$ cat config.mk
export PLATFORM = sky130hd
export DESIGN_NAME = eat_tracker
export DESIGN_NICKNAME = d
export VERILOG_FILES = /design/src/hw/eat_pkg.sv /design/src/hw/eat_pulse_out.sv /design/src/hw/eat_tracker.sv
export SDC_FILE = /design/constraint.sdc
export NUM_CORES = 2
export LEC_CHECK = 0
export BUFFER_PORTS_ARGS = -buffer_cell sky130_fd_sc_hd__buf_2
export CAP_MARGIN = 5
export CORE_MARGIN = 4
export CORE_UTILIZATION = 40
export CTS_BUF_LIST = sky130_fd_sc_hd__clkbuf_16
export DETAILED_ROUTE_END_ITERATION = 10
export GPL_TIMING_DRIVEN = 0
export RECOVER_POWER = 25
export SYNTH_ARGS = -nofsm -noshare
export SYNTH_HDL_FRONTEND = slang
export SYNTH_SLANG_ARGS = --single-unit
$ cat constraint.sdc
create_clock -name core_clk_i -period 11 [get_ports core_clk_i]
set_clock_uncertainty 0.15 [all_clocks]
set_input_delay 2.2 -clock core_clk_i [delete_from_list [all_inputs] [get_ports core_clk_i]]
set_output_delay 2.2 -clock core_clk_i [all_outputs]
set_load 0.05 [all_outputs]
$ cat src/hw/eat_pkg.sv
package eat_pkg;
  // ****************************************************************
  // bus and register map
  // ****************************************************************
  localparam int          ADDR_W        = 8;
  localparam logic [1:0]  HTRANS_NONSEQ = 2'h2;
  localparam logic [7:0]  OFS_CTRL      = 8'h00;  // enable and mode bits
  localparam logic [7:0]  OFS_RATIO     = 8'h04;  // special-tooth ratio, 8.8 fixed point
  localparam logic [7:0]  OFS_TEETH     = 8'h08;  // regular teeth between special teeth
  localparam logic [7:0]  OFS_LIMIT     = 8'h0C;  // most regular teeth allowed
  localparam logic [7:0]  OFS_CAMCNT    = 8'h10;  // cam edges that form the pattern
  localparam logic [7:0]  OFS_RISE      = 8'h14;  // pulse rising angle
  localparam logic [7:0]  OFS_FALL      = 8'h18;  // pulse falling angle
  localparam logic [7:0]  OFS_DELAY     = 8'h1C;  // pulse falling delay, cycles
  localparam logic [7:0]  OFS_STATUS    = 8'h20;  // errors (write one to clear), flags
  localparam logic [7:0]  OFS_BANK      = 8'h24;  // bank count, read only
  localparam logic [7:0]  OFS_PERIOD    = 8'h28;  // last tooth period, read only
  localparam logic [7:0]  OFS_ANGLE     = 8'h2C;  // current extrapolated angle, read only
  // ****************************************************************
  // field positions
  // ****************************************************************
  localparam int CTRL_EN_BIT     = 0;  // tracker enable
  localparam int CTRL_EXTRA_BIT  = 1;  // 1: extra-tooth variant, 0: gap-tooth variant
  localparam int CTRL_PULSE_BIT  = 2;  // pulse output enable
  localparam int CTRL_BYTIME_BIT = 3;  // 1: fall after delay, 0: fall at angle
  localparam int ST_ERR_CNT_BIT  = 0;  // special tooth saw wrong regular count
  localparam int ST_ERR_OVR_BIT  = 1;  // regular count went over limit
  localparam int ST_REF_BIT      = 2;  // main reference has been seen
  localparam int ST_BANK_BIT     = 3;  // bank switch waiting for next special tooth
  // ****************************************************************
  // widths and reset values
  // ****************************************************************
  localparam int          PERIOD_W     = 24;
  localparam int          RATIO_FRAC   = 8;
  localparam int          ANGLE_FRAC   = 8;
  localparam int          CNT_W        = 8;
  localparam logic [3:0]  CTRL_RST     = 4'h0;
  localparam logic [15:0] RATIO_RST    = 16'h0180;  // 1.5
  localparam logic [7:0]  TEETH_RST    = 8'h3A;
  localparam logic [7:0]  LIMIT_RST    = 8'h3A;
  localparam logic [7:0]  CAMCNT_RST   = 8'h01;
  localparam logic [15:0] ANGLE_RST    = 16'h0000;
  localparam logic [23:0] DELAY_RST    = 24'h00_0001;
endpackage

$ cat src/hw/eat_pulse_out.sv
`timescale 1ns/100ps
`default_nettype none
module eat_pulse_out (
  input  wire logic        core_clk_i,   // core clock
  input  wire logic        arst_n_i,     // async reset, low
  input  wire logic        ce_i,         // clock enable
  input  wire logic        en_i,         // output enable
  input  wire logic        by_time_i,    // fall by delay
  input  wire logic [15:0] angle_i,      // current angle
  input  wire logic [15:0] rise_i,       // rising angle
  input  wire logic [15:0] fall_i,       // falling angle
  input  wire logic [23:0] delay_i,      // fall delay in cycles
  output logic             pulse_o       // pulse pin
);
  import eat_pkg::*;

  // ****************************************************************
  // state
  // ****************************************************************
  typedef enum logic {EAT_IDLE, EAT_HIGH} eat_pulse_e;
  eat_pulse_e  st_q, st_d;     // output state
  logic [23:0] dly_q, dly_d;   // cycles since rising edge
  logic        pin_q, pin_d;   // registered pin

  // next state: the rise waits for an exact angle match, so an angle jumped over
  // (a reference reset) is not made up later
  always_comb begin
    st_d  = st_q;
    dly_d = dly_q;
    pin_d = pin_q;
    case (st_q)
      EAT_IDLE: begin
        if (en_i && angle_i == rise_i) begin
          st_d  = EAT_HIGH;
          dly_d = 24'h00_0001;
          pin_d = 1'b1;
        end
      end
      EAT_HIGH: begin
        dly_d = dly_q + 24'h00_0001;
        if (!en_i) begin
          st_d  = EAT_IDLE;
          pin_d = 1'b0;
        end else if (by_time_i ? (dly_q >= delay_i) : (angle_i == fall_i)) begin
          st_d  = EAT_IDLE;
          pin_d = 1'b0;
        end
      end
      default: begin
        st_d  = EAT_IDLE;
        pin_d = 1'b0;
      end
    endcase
  end

  // registers, frozen while the clock enable is low
  always_ff @(posedge core_clk_i or negedge arst_n_i) begin
    if (!arst_n_i) begin
      st_q  <= EAT_IDLE;
      dly_q <= 24'h00_0000;
      pin_q <= 1'b0;
    end else if (ce_i) begin
      st_q  <= st_d;
      dly_q <= dly_d;
      pin_q <= pin_d;
    end
  end

  assign pulse_o = pin_q;
endmodule
`default_nettype wire

$ cat src/hw/eat_tracker.sv
// Contract
// - cam pattern increments crank bank count
// - bank switch: next special tooth resets angle
// - angle from tooth count plus extrapolation
// - extrapolation uses last measured tooth period
// - extra-tooth and gap-tooth variants selectable
// - any configured special-tooth count supported
// - gap: special if period exceeds scaled previous
// - extra: special if period below scaled previous
// - pulse rises at programmed angle
// - pulse falls at angle or after delay
// - special tooth checks exact regular count
// - regular tooth checks count within limit
// - failed check raises interrupt request
// - angle resolution finer than tenth degree
`timescale 1ns/100ps
`default_nettype none
module eat_tracker (
  input  wire logic                       core_clk_i,   // 50 MHz core clock
  input  wire logic                       arst_n_i,     // async reset, low
  input  wire logic                       ce_i,         // clock enable
  input  wire logic                       cam_pin_i,    // cam sensor pin
  input  wire logic                       crank_pin_i,  // crank sensor pin
  input  wire logic                       hsel_i,       // ahb slave select
  input  wire logic [eat_pkg::ADDR_W-1:0] haddr_i,      // ahb address
  input  wire logic [1:0]                 htrans_i,     // ahb transfer type
  input  wire logic                       hwrite_i,     // ahb write
  input  wire logic [2:0]                 hsize_i,      // ahb size
  input  wire logic [31:0]                hwdata_i,     // ahb write data
  input  wire logic                       hready_i,     // ahb bus ready
  output logic      [31:0]                hrdata_o,     // ahb read data
  output logic                            hreadyout_o,  // ahb slave ready
  output logic                            hresp_o,      // ahb response
  output logic                            pulse_o,      // extrapolated pulse pin
  output logic                            irq_o         // tooth error request
);
  import eat_pkg::*;

  // ****************************************************************
  // pin synchronisers
  // ****************************************************************
  logic [2:0] cam_s_q;     // cam stages
  logic [2:0] crk_s_q;     // crank stages
  logic       cam_lvl_q;   // accepted cam level
  logic       crk_lvl_q;   // accepted crank level
  logic       cam_lvl_d;
  logic       crk_lvl_d;
  logic       cam_rise;    // cam rising edge, one cycle
  logic       crk_rise;    // crank rising edge, one cycle

  // a level counts only once stages two and three agree
  always_comb begin
    cam_lvl_d = (cam_s_q[1] == cam_s_q[2]) ? cam_s_q[2] : cam_lvl_q;
    crk_lvl_d = (crk_s_q[1] == crk_s_q[2]) ? crk_s_q[2] : crk_lvl_q;
    cam_rise  = cam_lvl_d & ~cam_lvl_q;
    crk_rise  = crk_lvl_d & ~crk_lvl_q;
  end

  always_ff @(posedge core_clk_i or negedge arst_n_i) begin
    if (!arst_n_i) begin
      cam_s_q   <= 3'h0;
      crk_s_q   <= 3'h0;
      cam_lvl_q <= 1'b0;
      crk_lvl_q <= 1'b0;
    end else if (ce_i) begin
      cam_s_q   <= {cam_s_q[1:0], cam_pin_i};
      crk_s_q   <= {crk_s_q[1:0], crank_pin_i};
      cam_lvl_q <= cam_lvl_d;
      crk_lvl_q <= crk_lvl_d;
    end
  end

  // ****************************************************************
  // ahb-lite slave
  // ****************************************************************
  logic              wr_q, wr_d;       // write data phase pending
  logic [ADDR_W-1:0] wa_q, wa_d;       // write address
  logic [31:0]       rd_q, rd_d;       // read data
  logic              acc;              // valid address phase
  logic [ADDR_W-1:0] aw;               // word-aligned address

  // config registers
  logic [3:0]          ctrl_q, ctrl_d;       // control bits
  logic [15:0]         ratio_q, ratio_d;     // special-tooth ratio
  logic [CNT_W-1:0]    teeth_q, teeth_d;     // expected regular teeth
  logic [CNT_W-1:0]    limit_q, limit_d;     // regular teeth limit
  logic [CNT_W-1:0]    camcnt_q, camcnt_d;   // cam pattern length
  logic [15:0]         rise_q, rise_d;       // rising angle
  logic [15:0]         fall_q, fall_d;       // falling angle
  logic [23:0]         delay_q, delay_d;     // falling delay
  // tracker state
  logic [1:0]          err_q, err_d;         // sticky error bits
  logic                ref_q, ref_d;         // reference seen
  logic                bpend_q, bpend_d;     // bank switch pending
  logic [CNT_W-1:0]    bank_q, bank_d;       // bank count
  logic [CNT_W-1:0]    camseen_q, camseen_d; // cam edges in pattern
  logic [PERIOD_W-1:0] pcnt_q, pcnt_d;       // cycles since crank edge
  logic [PERIOD_W-1:0] last_q, last_d;       // last tooth period
  logic                hprev_q, hprev_d;     // a period is known
  logic [CNT_W-1:0]    rcnt_q, rcnt_d;       // regular teeth since special
  logic [7:0]          tooth_q, tooth_d;     // tooth index since reference
  logic [ANGLE_FRAC-1:0] frac_q, frac_d;     // fraction of a tooth
  logic [PERIOD_W:0]   dda_q, dda_d;         // extrapolation accumulator

  logic [1:0]                     err_set;   // errors found this cycle
  logic [1:0]                     err_clr;   // software clear
  logic [PERIOD_W+15:0]           prod;      // last period times ratio
  logic [PERIOD_W+15-RATIO_FRAC:0] scaled;   // scaled previous period
  logic                           special;   // this edge is a special tooth
  logic [PERIOD_W:0]              dda_sum;   // accumulator plus step
  logic [CNT_W-1:0]               rcnt_inc;  // regular count plus one

  assign acc = hsel_i & hready_i & (htrans_i == HTRANS_NONSEQ);
  assign aw  = {haddr_i[ADDR_W-1:2], 2'b00};

  // bus phases and register writes; hardware error sets beat software clears
  always_comb begin
    wr_d     = acc & hwrite_i;
    wa_d     = acc ? aw : wa_q;
    rd_d     = rd_q;
    ctrl_d   = ctrl_q;
    ratio_d  = ratio_q;
    teeth_d  = teeth_q;
    limit_d  = limit_q;
    camcnt_d = camcnt_q;
    rise_d   = rise_q;
    fall_d   = fall_q;
    delay_d  = delay_q;
    err_clr  = 2'b00;
    if (wr_q) begin
      case (wa_q)
        OFS_CTRL:   ctrl_d   = hwdata_i[3:0];
        OFS_RATIO:  ratio_d  = hwdata_i[15:0];
        OFS_TEETH:  teeth_d  = hwdata_i[CNT_W-1:0];
        OFS_LIMIT:  limit_d  = hwdata_i[CNT_W-1:0];
        OFS_CAMCNT: camcnt_d = hwdata_i[CNT_W-1:0];
        OFS_RISE:   rise_d   = hwdata_i[15:0];
        OFS_FALL:   fall_d   = hwdata_i[15:0];
        OFS_DELAY:  delay_d  = hwdata_i[23:0];
        OFS_STATUS: err_clr  = hwdata_i[1:0];
        default:    err_clr  = 2'b00;  // unmapped or read-only: ignored
      endcase
    end
    if (acc && !hwrite_i) begin
      case (aw)
        OFS_CTRL:   rd_d = {28'h000_0000, ctrl_q};
        OFS_RATIO:  rd_d = {16'h0000, ratio_q};
        OFS_TEETH:  rd_d = {24'h00_0000, teeth_q};
        OFS_LIMIT:  rd_d = {24'h00_0000, limit_q};
        OFS_CAMCNT: rd_d = {24'h00_0000, camcnt_q};
        OFS_RISE:   rd_d = {16'h0000, rise_q};
        OFS_FALL:   rd_d = {16'h0000, fall_q};
        OFS_DELAY:  rd_d = {8'h00, delay_q};
        OFS_STATUS: rd_d = {28'h000_0000, bpend_q, ref_q, err_q};
        OFS_BANK:   rd_d = {24'h00_0000, bank_q};
        OFS_PERIOD: rd_d = {8'h00, last_q};
        OFS_ANGLE:  rd_d = {16'h0000, tooth_q, frac_q};
        default:    rd_d = 32'h0000_0000;  // unmapped reads zero
      endcase
    end
  end

  // ****************************************************************
  // tooth tracking
  // ****************************************************************
  // the ratio is read live, so a new value applies at the very next edge
  always_comb begin
    prod      = last_q * ratio_q;
    scaled    = prod[PERIOD_W+15:RATIO_FRAC];
    rcnt_inc  = rcnt_q + 8'h01;
    special   = 1'b0;
    if (hprev_q) begin
      if (ctrl_q[CTRL_EXTRA_BIT]) begin
        special = ({8'h00, pcnt_q} < scaled);
      end else begin
        special = ({8'h00, pcnt_q} > scaled);
      end
    end
    err_set   = 2'b00;
    bpend_d   = bpend_q;
    bank_d    = bank_q;
    camseen_d = camseen_q;
    ref_d     = ref_q;
    pcnt_d    = (&pcnt_q) ? pcnt_q : pcnt_q + 24'h00_0001;
    last_d    = last_q;
    hprev_d   = hprev_q;
    rcnt_d    = rcnt_q;
    tooth_d   = tooth_q;
    frac_d    = frac_q;
    dda_d     = dda_q;
    // extrapolate within the tooth: 256 steps per tooth, so with 60 teeth one
    // step is 0.023 degree; the fraction holds at its top if the engine slows
    dda_sum = dda_q + 25'h000_0100;
    if (hprev_q && !(&frac_q)) begin
      if (dda_sum >= {1'b0, last_q}) begin
        dda_d  = dda_sum - {1'b0, last_q};
        frac_d = frac_q + 8'h01;
      end else begin
        dda_d = dda_sum;
      end
    end
    if (ctrl_q[CTRL_EN_BIT]) begin
      if (cam_rise) begin
        if (camseen_q + 8'h01 >= camcnt_q) begin
          camseen_d = 8'h00;
          bank_d    = bank_q + 8'h01;
          bpend_d   = 1'b1;
        end else begin
          camseen_d = camseen_q + 8'h01;
        end
      end
      if (crk_rise) begin
        pcnt_d  = 24'h00_0001;
        last_d  = pcnt_q;
        hprev_d = 1'b1;
        frac_d  = 8'h00;
        dda_d   = 25'h000_0000;
        tooth_d = tooth_q + 8'h01;
        if (special) begin
          if (rcnt_q != teeth_q) begin
            err_set[ST_ERR_CNT_BIT] = 1'b1;
          end
          rcnt_d = 8'h00;
          if (bpend_q || cam_rise) begin
            tooth_d = 8'h00;
            bpend_d = 1'b0;
            ref_d   = 1'b1;
          end
        end else begin
          if (rcnt_inc > limit_q) begin
            err_set[ST_ERR_OVR_BIT] = 1'b1;
          end
          rcnt_d = (&rcnt_q) ? rcnt_q : rcnt_inc;
        end
      end
    end
    err_d = (err_q & ~err_clr) | err_set;
  end

  // all registers, frozen while the clock enable is low
  always_ff @(posedge core_clk_i or negedge arst_n_i) begin
    if (!arst_n_i) begin
      wr_q      <= 1'b0;
      wa_q      <= 8'h00;
      rd_q      <= 32'h0000_0000;
      ctrl_q    <= CTRL_RST;
      ratio_q   <= RATIO_RST;
      teeth_q   <= TEETH_RST;
      limit_q   <= LIMIT_RST;
      camcnt_q  <= CAMCNT_RST;
      rise_q    <= ANGLE_RST;
      fall_q    <= ANGLE_RST;
      delay_q   <= DELAY_RST;
      err_q     <= 2'b00;
      ref_q     <= 1'b0;
      bpend_q   <= 1'b0;
      bank_q    <= 8'h00;
      camseen_q <= 8'h00;
      pcnt_q    <= 24'h00_0000;
      last_q    <= 24'h00_0000;
      hprev_q   <= 1'b0;
      rcnt_q    <= 8'h00;
      tooth_q   <= 8'h00;
      frac_q    <= 8'h00;
      dda_q     <= 25'h000_0000;
    end else if (ce_i) begin
      wr_q      <= wr_d;
      wa_q      <= wa_d;
      rd_q      <= rd_d;
      ctrl_q    <= ctrl_d;
      ratio_q   <= ratio_d;
      teeth_q   <= teeth_d;
      limit_q   <= limit_d;
      camcnt_q  <= camcnt_d;
      rise_q    <= rise_d;
      fall_q    <= fall_d;
      delay_q   <= delay_d;
      err_q     <= err_d;
      ref_q     <= ref_d;
      bpend_q   <= bpend_d;
      bank_q    <= bank_d;
      camseen_q <= camseen_d;
      pcnt_q    <= pcnt_d;
      last_q    <= last_d;
      hprev_q   <= hprev_d;
      rcnt_q    <= rcnt_d;
      tooth_q   <= tooth_d;
      frac_q    <= frac_d;
      dda_q     <= dda_d;
    end
  end

  // ****************************************************************
  // outputs
  // ****************************************************************
  // the slave stalls the bus while frozen, so no transfer is lost
  assign hreadyout_o = ce_i;
  assign hresp_o     = 1'b0;
  assign hrdata_o    = rd_q;
  assign irq_o       = |err_q;

  eat_pulse_out u_pulse (
    .core_clk_i (core_clk_i),
    .arst_n_i   (arst_n_i),
    .ce_i       (ce_i),
    .en_i       (ctrl_q[CTRL_PULSE_BIT]),
    .by_time_i  (ctrl_q[CTRL_BYTIME_BIT]),
    .angle_i    ({tooth_q, frac_q}),
    .rise_i     (rise_q),
    .fall_i     (fall_q),
    .delay_i    (delay_q),
    .pulse_o    (pulse_o)
  );
endmodule
`default_nettype wire

* After elaboration in Yosys (flattened, before gate mapping)
Index checks and enable logic that the tools add are counted.
** Operators by class
- Muxes and demuxes :: 45
- Bitwise gates (word level) :: 11
- Order comparisons :: 6
- Multiply operators :: 1
- Reductions and logical operators :: 30
- Eq/ne operators :: 28
- Add/subtract/negate cells :: 9
** Operator list (count)
- one-hot mux 24 bit (12 select lines) :: 1
- 2-to-1 mux 25 bit :: 4
- 2-to-1 mux 24 bit :: 4
- 2-to-1 mux 8 bit :: 9
- adder 24 x 1 -> 24 bit (second input constant) :: 2
- equality test 6 x 3 -> 1 bit (second input constant) :: 8
- one-hot mux 24 bit (2 select lines) :: 1
- adder 8 x 1 -> 8 bit (second input constant) :: 5
- multiplier 24 x 16 -> 40 bit :: 1
- AND reduction 3 bit :: 11
- equality test 16 bit :: 2
- > comparator 24 x 32 -> 1 bit :: 1
- less-than comparator 24 x 32 -> 1 bit :: 1
- equality test 6 x 4 -> 1 bit (second input constant) :: 5
- adder 25 x 9 -> 25 bit (second input constant) :: 1
- >= comparator 25 x 24 -> 1 bit :: 1
- subtractor 25 x 24 -> 25 bit :: 1
- equality test 6 x 2 -> 1 bit (second input constant) :: 4
- >= comparator 24 bit :: 1
- AND reduction 24 bit :: 1
- 2-to-1 mux 1 bit :: 20
- zero test 8 bit :: 2
- AND reduction 8 bit :: 2
- equality test 6 x 1 -> 1 bit (second input constant) :: 2
- 22 further kinds :: 40
** Storage, ports and cells
- Output and inout bits :: 36
- Logic and storage cells :: 160
- Input bits :: 53
- Register bits after elaboration :: 291

* Longest topological paths before layout
- Depth after elaboration :: 8
- Gate-level depth with buffers :: 41
- Mapped depth without buffers :: 38

* By module
Synthesis repeated with hierarchy kept, for this count alone.
** Unflattened totals
- Cell total of the unflattened synthesis :: 3097
- Area total of the unflattened synthesis :: 28767.6 um^2
** Modules (own cells, without submodules)
- eat_tracker :: times used 1, area each 26335.3 um^2, cells an instance 2801, seq. area each 6446.2 um^2
- eat_pulse_out :: times used 1, area each 2432.3 um^2, cells an instance 296, seq. area each 650.6 um^2

* Worst setup path after synthesis
Ideal clock, no wire load.
- Path kind :: register -> register
- From :: reg ratio_q[8]
- To :: reg tooth_q[2]
- Library setup time :: 0.064 ns
- Arrival time :: 8.701 ns
- Cell stages (with the launch flop) :: 36
- Data required time :: 10.786 ns
- Period minus slack after synthesis :: 8.915 ns
- Slack :: 2.085 ns
- Path buffers :: 4
- Cell sequence :: dfstp_2 -> clkbuf_1 -> clkbuf_1 -> nand2_1 -> fa_1 -> inv_1 -> fa_1 -> fa_1 -> fa_1 -> fa_1 -> inv_1 -> fa_1 -> inv_1 -> ha_1 -> clkbuf_1 -> a21oi_1 -> o21ai_0 -> a221oi_2 -> a31oi_4 -> o21a_1 -> or2_2 -> a21oi_1 -> xor2_1 -> ha_1 -> nand4_1 -> or2_2 -> or3_1 -> a211oi_1 -> o32ai_1 -> a2111oi_4 -> nand4_1 -> mux2i_2 -> and2_1 -> buf_4 -> nor4b_1 -> a21o_1
** On the way
- Longest elaborated chain between the ends :: 5
- Elaborated cells on any way between the ends :: 6
- Classes of those cells :: mul (1); order compare (2); mux (3)
** Ends and longest elaborated chain
- from (decl) :: line eat_tracker.sv:84 : logic [15:0] ratio_q, ratio_d;
- from (signal assigned) :: line eat_tracker.sv:271 : ratio_q <= ratio_d;
- multiplier 24 x 16 -> 40 bit * :: line eat_tracker.sv:168 : prod = last_q * ratio_q;
- > comparator 24 x 32 -> 1 bit / less-than comparator 24 x 32 -> 1 bit (equally long branches) :: line eat_tracker.sv:176, eat_tracker.sv:174
- 2-to-1 mux 1 bit * :: line eat_tracker.sv:173 : if (ctrl_q[CTRL_EXTRA_BIT]) begin
- 2-to-1 mux 1 bit * :: line eat_tracker.sv:172 : if (hprev_q) begin
- 2-to-1 mux 8 bit * :: line eat_tracker.sv:219 : if (special) begin
- to (signal assigned) :: line eat_tracker.sv:287 : tooth_q <= tooth_d;
- to (decl) :: line eat_tracker.sv:101 : logic [7:0] tooth_q, tooth_d;
Mark *: on every way between the ends. The rest lies on a longest branch, timed or not.
A chain may end at the register's enable or synchronous reset.

* Final worst setup path
- From :: reg last_q[12]
- To :: reg tooth_q[2]
** On the way
- Longest elaborated chain between the ends :: 5
- Elaborated cells on any way between the ends :: 6
- Classes of those cells :: mul (1); order compare (2); mux (3)
** Ends and longest elaborated chain
- from (decl) :: line eat_tracker.sv:98 : logic [PERIOD_W-1:0] last_q, last_d;
- from (signal assigned) :: line eat_tracker.sv:284 : last_q <= last_d;
- multiplier 24 x 16 -> 40 bit * :: line eat_tracker.sv:168
- > comparator 24 x 32 -> 1 bit / less-than comparator 24 x 32 -> 1 bit (equally long branches) :: line eat_tracker.sv:176, eat_tracker.sv:174
- 2-to-1 mux 1 bit * :: line eat_tracker.sv:173
- 2-to-1 mux 1 bit * :: line eat_tracker.sv:172
- 2-to-1 mux 8 bit * :: line eat_tracker.sv:219
Marked as above.

==> impl_metrics.tcl <==
set metrics [dict create \
    yosys.area_share.simple_pct 16.3 \
    placementRows 97 \
    cts_sinks 283 \
    antenna_found_initial 5 \
    synthTopCellsByArea "dfrtp_1, fa_1, ha_1" \
    path_class "flop to flop" \
    place_congestion 0.912 \
    worst_pin_slew_ns 4.99 \
    static-leakage-power_nw 15.4 \
    die_area_um2 76100 \
    worstReg2RegEnd "tooth_q[2]$_DFFE_PN0P_" \
    cts_root_buffer "clkbuf_16" \
    reg2reg_from "last_q[12]$_DFFE_PN0P_" \
    wl_met1_um 37700 \
    synth_commonest_cells "inv_1, nand2_1, fa_1" \
    yosys.cell_count.top_type "inv_1" \
    status "finished with violations" \
    yosys.area.top_type_share_pct 23.6 \
    ant_nets 0 \
    critPathMostFrequentCell "fa_1" \
    synth_ff_type "dfrtp_1" \
    top_layer "met4" \
    vias_per_cell 5.32 \
    drt_iter0_drc 1675 \
    worst_slack_ns 0.430 \
    synth_area_um2 28700 \
    critical_path.startpoint_type "flop" \
    seqCellArea_um2 7110 \
    post-route-period-util_pct 96.1 \
    violations "max-capacitance violations, max-slew violations" \
    ys_async_sr_fraction_pct 100 \
    cp_num_buf_inv 5 \
    dr_wl_met2_um 39800 \
    synth-compound-area-share_pct 10.4 \
    synth-xor-area-share_pct 5.13 \
    rsz0062_at_grt "no" \
    drv_cap 1 \
    timing.final.crit_period_ns 10.57 \
    worst_setup_path_end_kind "flop" \
    ys_seq_area_share_pct 24.7 \
    cts_tree "done" \
    die_h_um 276 \
    drc_errors 0 \
    r2r_slack_ns 0.43 \
    ys_seq_elements 283 \
    p_clk_share_pct 20.6 \
    slew_headroom_pct -233 \
    cpLargestDelayFamily "adder cells" \
    finalHoldViolCount 0 \
    grt_pass1_wl_um 134000 \
    met3_length_um 4600 \
    syn_to_final_growth_pct 9.24 \
    worstPathMaxFanout 10 \
    whs_endpoint "ref_q$_DFFE_PN0P_" \
    ys.warnings.count 0 \
    crit_arrival_ns 10.95 \
    synth_top_family_by_area "adder cells" \
    initial_core_util_pct 40.6 \
    wire_per_inst_um 20.3 \
    ff2ff_path_depth 33 \
    placed_cells_incl_taps 4143 \
    pwr-share-comb_pct 48.6 \
    place_ws_ns -0.341 \
    p_per_area_nw_per_um2 167 \
    htree_levels 1 \
    fin_util_pct 44.4 \
    numPortBuffers 64 \
    fin_cells 4195 \
    numCtsBuffers 31 \
    cp_slowest_cell "dfrtp_2" \
    nets 3792 \
    fp.dieW_um 276 \
    slowest_delay_ns 0.65 \
    grt_max_degree 100 \
    clk_latency_ns 0.60 \
    finalMaxSlewViolations 89 \
    dp_hpwl_um 67100 \
    seq_power_share_pct 30.7 \
    worstHoldStart "ref_q$_DFFE_PN0P_" \
    grt.total_usage_pct 22.7 \
    overflow 0 \
    hold-path-cell-count 1 \
    core_area_um2 70600 \
    peakVddDrop_uv 142 \
    grt_pass1_vias 22600 \
    synth_enable_flop_cells 0 \
    whs_ns 0.332 \
    worstHoldPathType "flop to flop" \
    p_int_w 0.00279 \
    yosys.area_share.adder_pct 30.3 \
    post_cts_buffers 0 \
    syn-mean-instance-area_um2 9.18 \
    synth_top_cell_by_area "dfrtp_1" \
    io_pins 89 \
    clk_pin_slew_ns 0.06 \
    drt-total-wl_um 85000 \
    required_ns 11.38 \
    synth_mux_area_share_pct 5.14 \
    switching_share_pct 46.8 \
    vias 22300 \
    multi_input_area_um2 19400 \
    drive_above_1_share_pct 9.01 \
    power.switching_w 0.00245 \
    firstDrtPassIters 9 \
    fillers 6988 \
    fmax_mhz 94.6 \
    clock_path_buffers 3 \
    report.final.setup_viol 0 \
    postCtsHoldBufs 0 \
    yosysUniqueCellTypes 73 \
    synthCells 3129 \
]
cell type report:
class / count / share of cell area (%)
diodes: 2 / 0.0160
plain buffers: 153 / 2.09
clock buffers: 31 / 2.47
clock inverters: 27 / 0.838
inverters: 441 / 5.28
multi-input cells: 2252 / 61.7
flip-flops and latches: 283 / 22.7
well taps: 940 / 3.75
repair buffers: 66 / 1.19
flip-flops by register name, indices dropped and copies added, names as in the netlist, 16 cells and up:
signal,cells
dda_q,25
u_pulse.dly_q,24
rise_q,16
ratio_q,16
fall_q,16
pcnt_q,24
last_q,24
delay_q,24
hrdata_o,24
cell usage in the layout, fill, tap and decap left out, drive strengths merged, types with 95 or more instances in the layout:
master / instances
o21ai: 136
ha: 205
inv: 446
nand2: 409
mux2: 95
nor2: 151
fa: 306
dfrtp: 271
a21oi: 106
clkbuf: 164
and2: 170
per-stage QoR:
| stage | power, W | TNS [ns] | instance area [um^2] |
|---|---|---|---|
| floorplan | 0.00322 | 0 | 28700 |
| global placement | 0.00413 | -4.33 | 30200 |
| detailed placement | 0.00413 | -4.46 | 30300 |
| CTS | 0.00525 | 0 | 31300 |
| global route | 0.00562 | 0 | 31400 |
| finish | 0.00524 | 0 | 31400 |
kinds of logic (layout without fill, tap and decap cells):
group | after synthesis | after routing
AOI/OAI and AO/OA | 467 | 467
xor gates and xnor gates | 168 | 168
adders and majority gates | 511 | 511
buffers and inverters | 602 | 718
DFF | 283 | 283
muxes | 119 | 119
other | 1 | 11
and+or+nand+nor | 978 | 978
power groups by stage:
stage               Combinational [W]  Clock (W)  Sequential (W)
floorplan                     0.00177          0         0.00145
global placement              0.00256          0         0.00157
detailed placement            0.00256          0         0.00157
CTS                           0.00259    0.00110         0.00156
global route                  0.00285    0.00114         0.00163
finish                        0.00255    0.00108         0.00161
timing repair:
| item | 4_1_cts | 5_1_grt |
|---|---|---|
| cloned | 0 | 0 |
| pin swaps | 0 | 0 |
| setup endpoints to repair | 19 | 18 |
| gates resized for setup | 12 | 45 |
| hold endpoints to repair | 0 | 0 |
how the worst max path moves through the flow:
| stage | startpoint | to | depth (start not counted) |
|---|---|---|---|
| 3_3_place_gp | ratio_q[8]$_DFFE_PN1P_ | rcnt_q[4]$_DFFE_PN0P_ | 36 |
| 3_5_place_dp | ratio_q[8]$_DFFE_PN1P_ | rcnt_q[1]$_DFFE_PN0P_ | 36 |
| 5_1_grt | ratio_q[8]$_DFFE_PN1P_ | tooth_q[2]$_DFFE_PN0P_ | 36 |
| 4_1_cts | last_q[19]$_DFFE_PN0P_ | rcnt_q[4]$_DFFE_PN0P_ | 35 |
| 2_1_floorplan | ratio_q[8]$_DFFE_PN1P_ | tooth_q[2]$_DFFE_PN0P_ | 35 |
| 6_report | last_q[12]$_DFFE_PN0P_ | tooth_q[2]$_DFFE_PN0P_ | 33 |
worst reg2reg max path: cells and delay by family (launching register included):
family	cells	cell delay (ns)
AO/OA/AOI/OAI	7	1.39
XOR/XNOR	1	0.18
adder cells (fa/ha/maj)	8	3.94
buffers and inverters	5	0.88
flip-flops	1	0.65
multiplexers	1	0.34
AND/OR/NAND/NOR	11	2.99
routing by layer:
| layer | vias to the layer above | track usage [%] |
|---|---|---|
| met5 | - | 0 |
| met4 | 0 | 6.60 |
| met3 | 146 | 2.30 |
| met2 | 636 | 37.5 |
| met1 | 11200 | 31.9 |
| li1 | 10400 | - |
No activity file was read; power rests on OpenSTA's default activity.
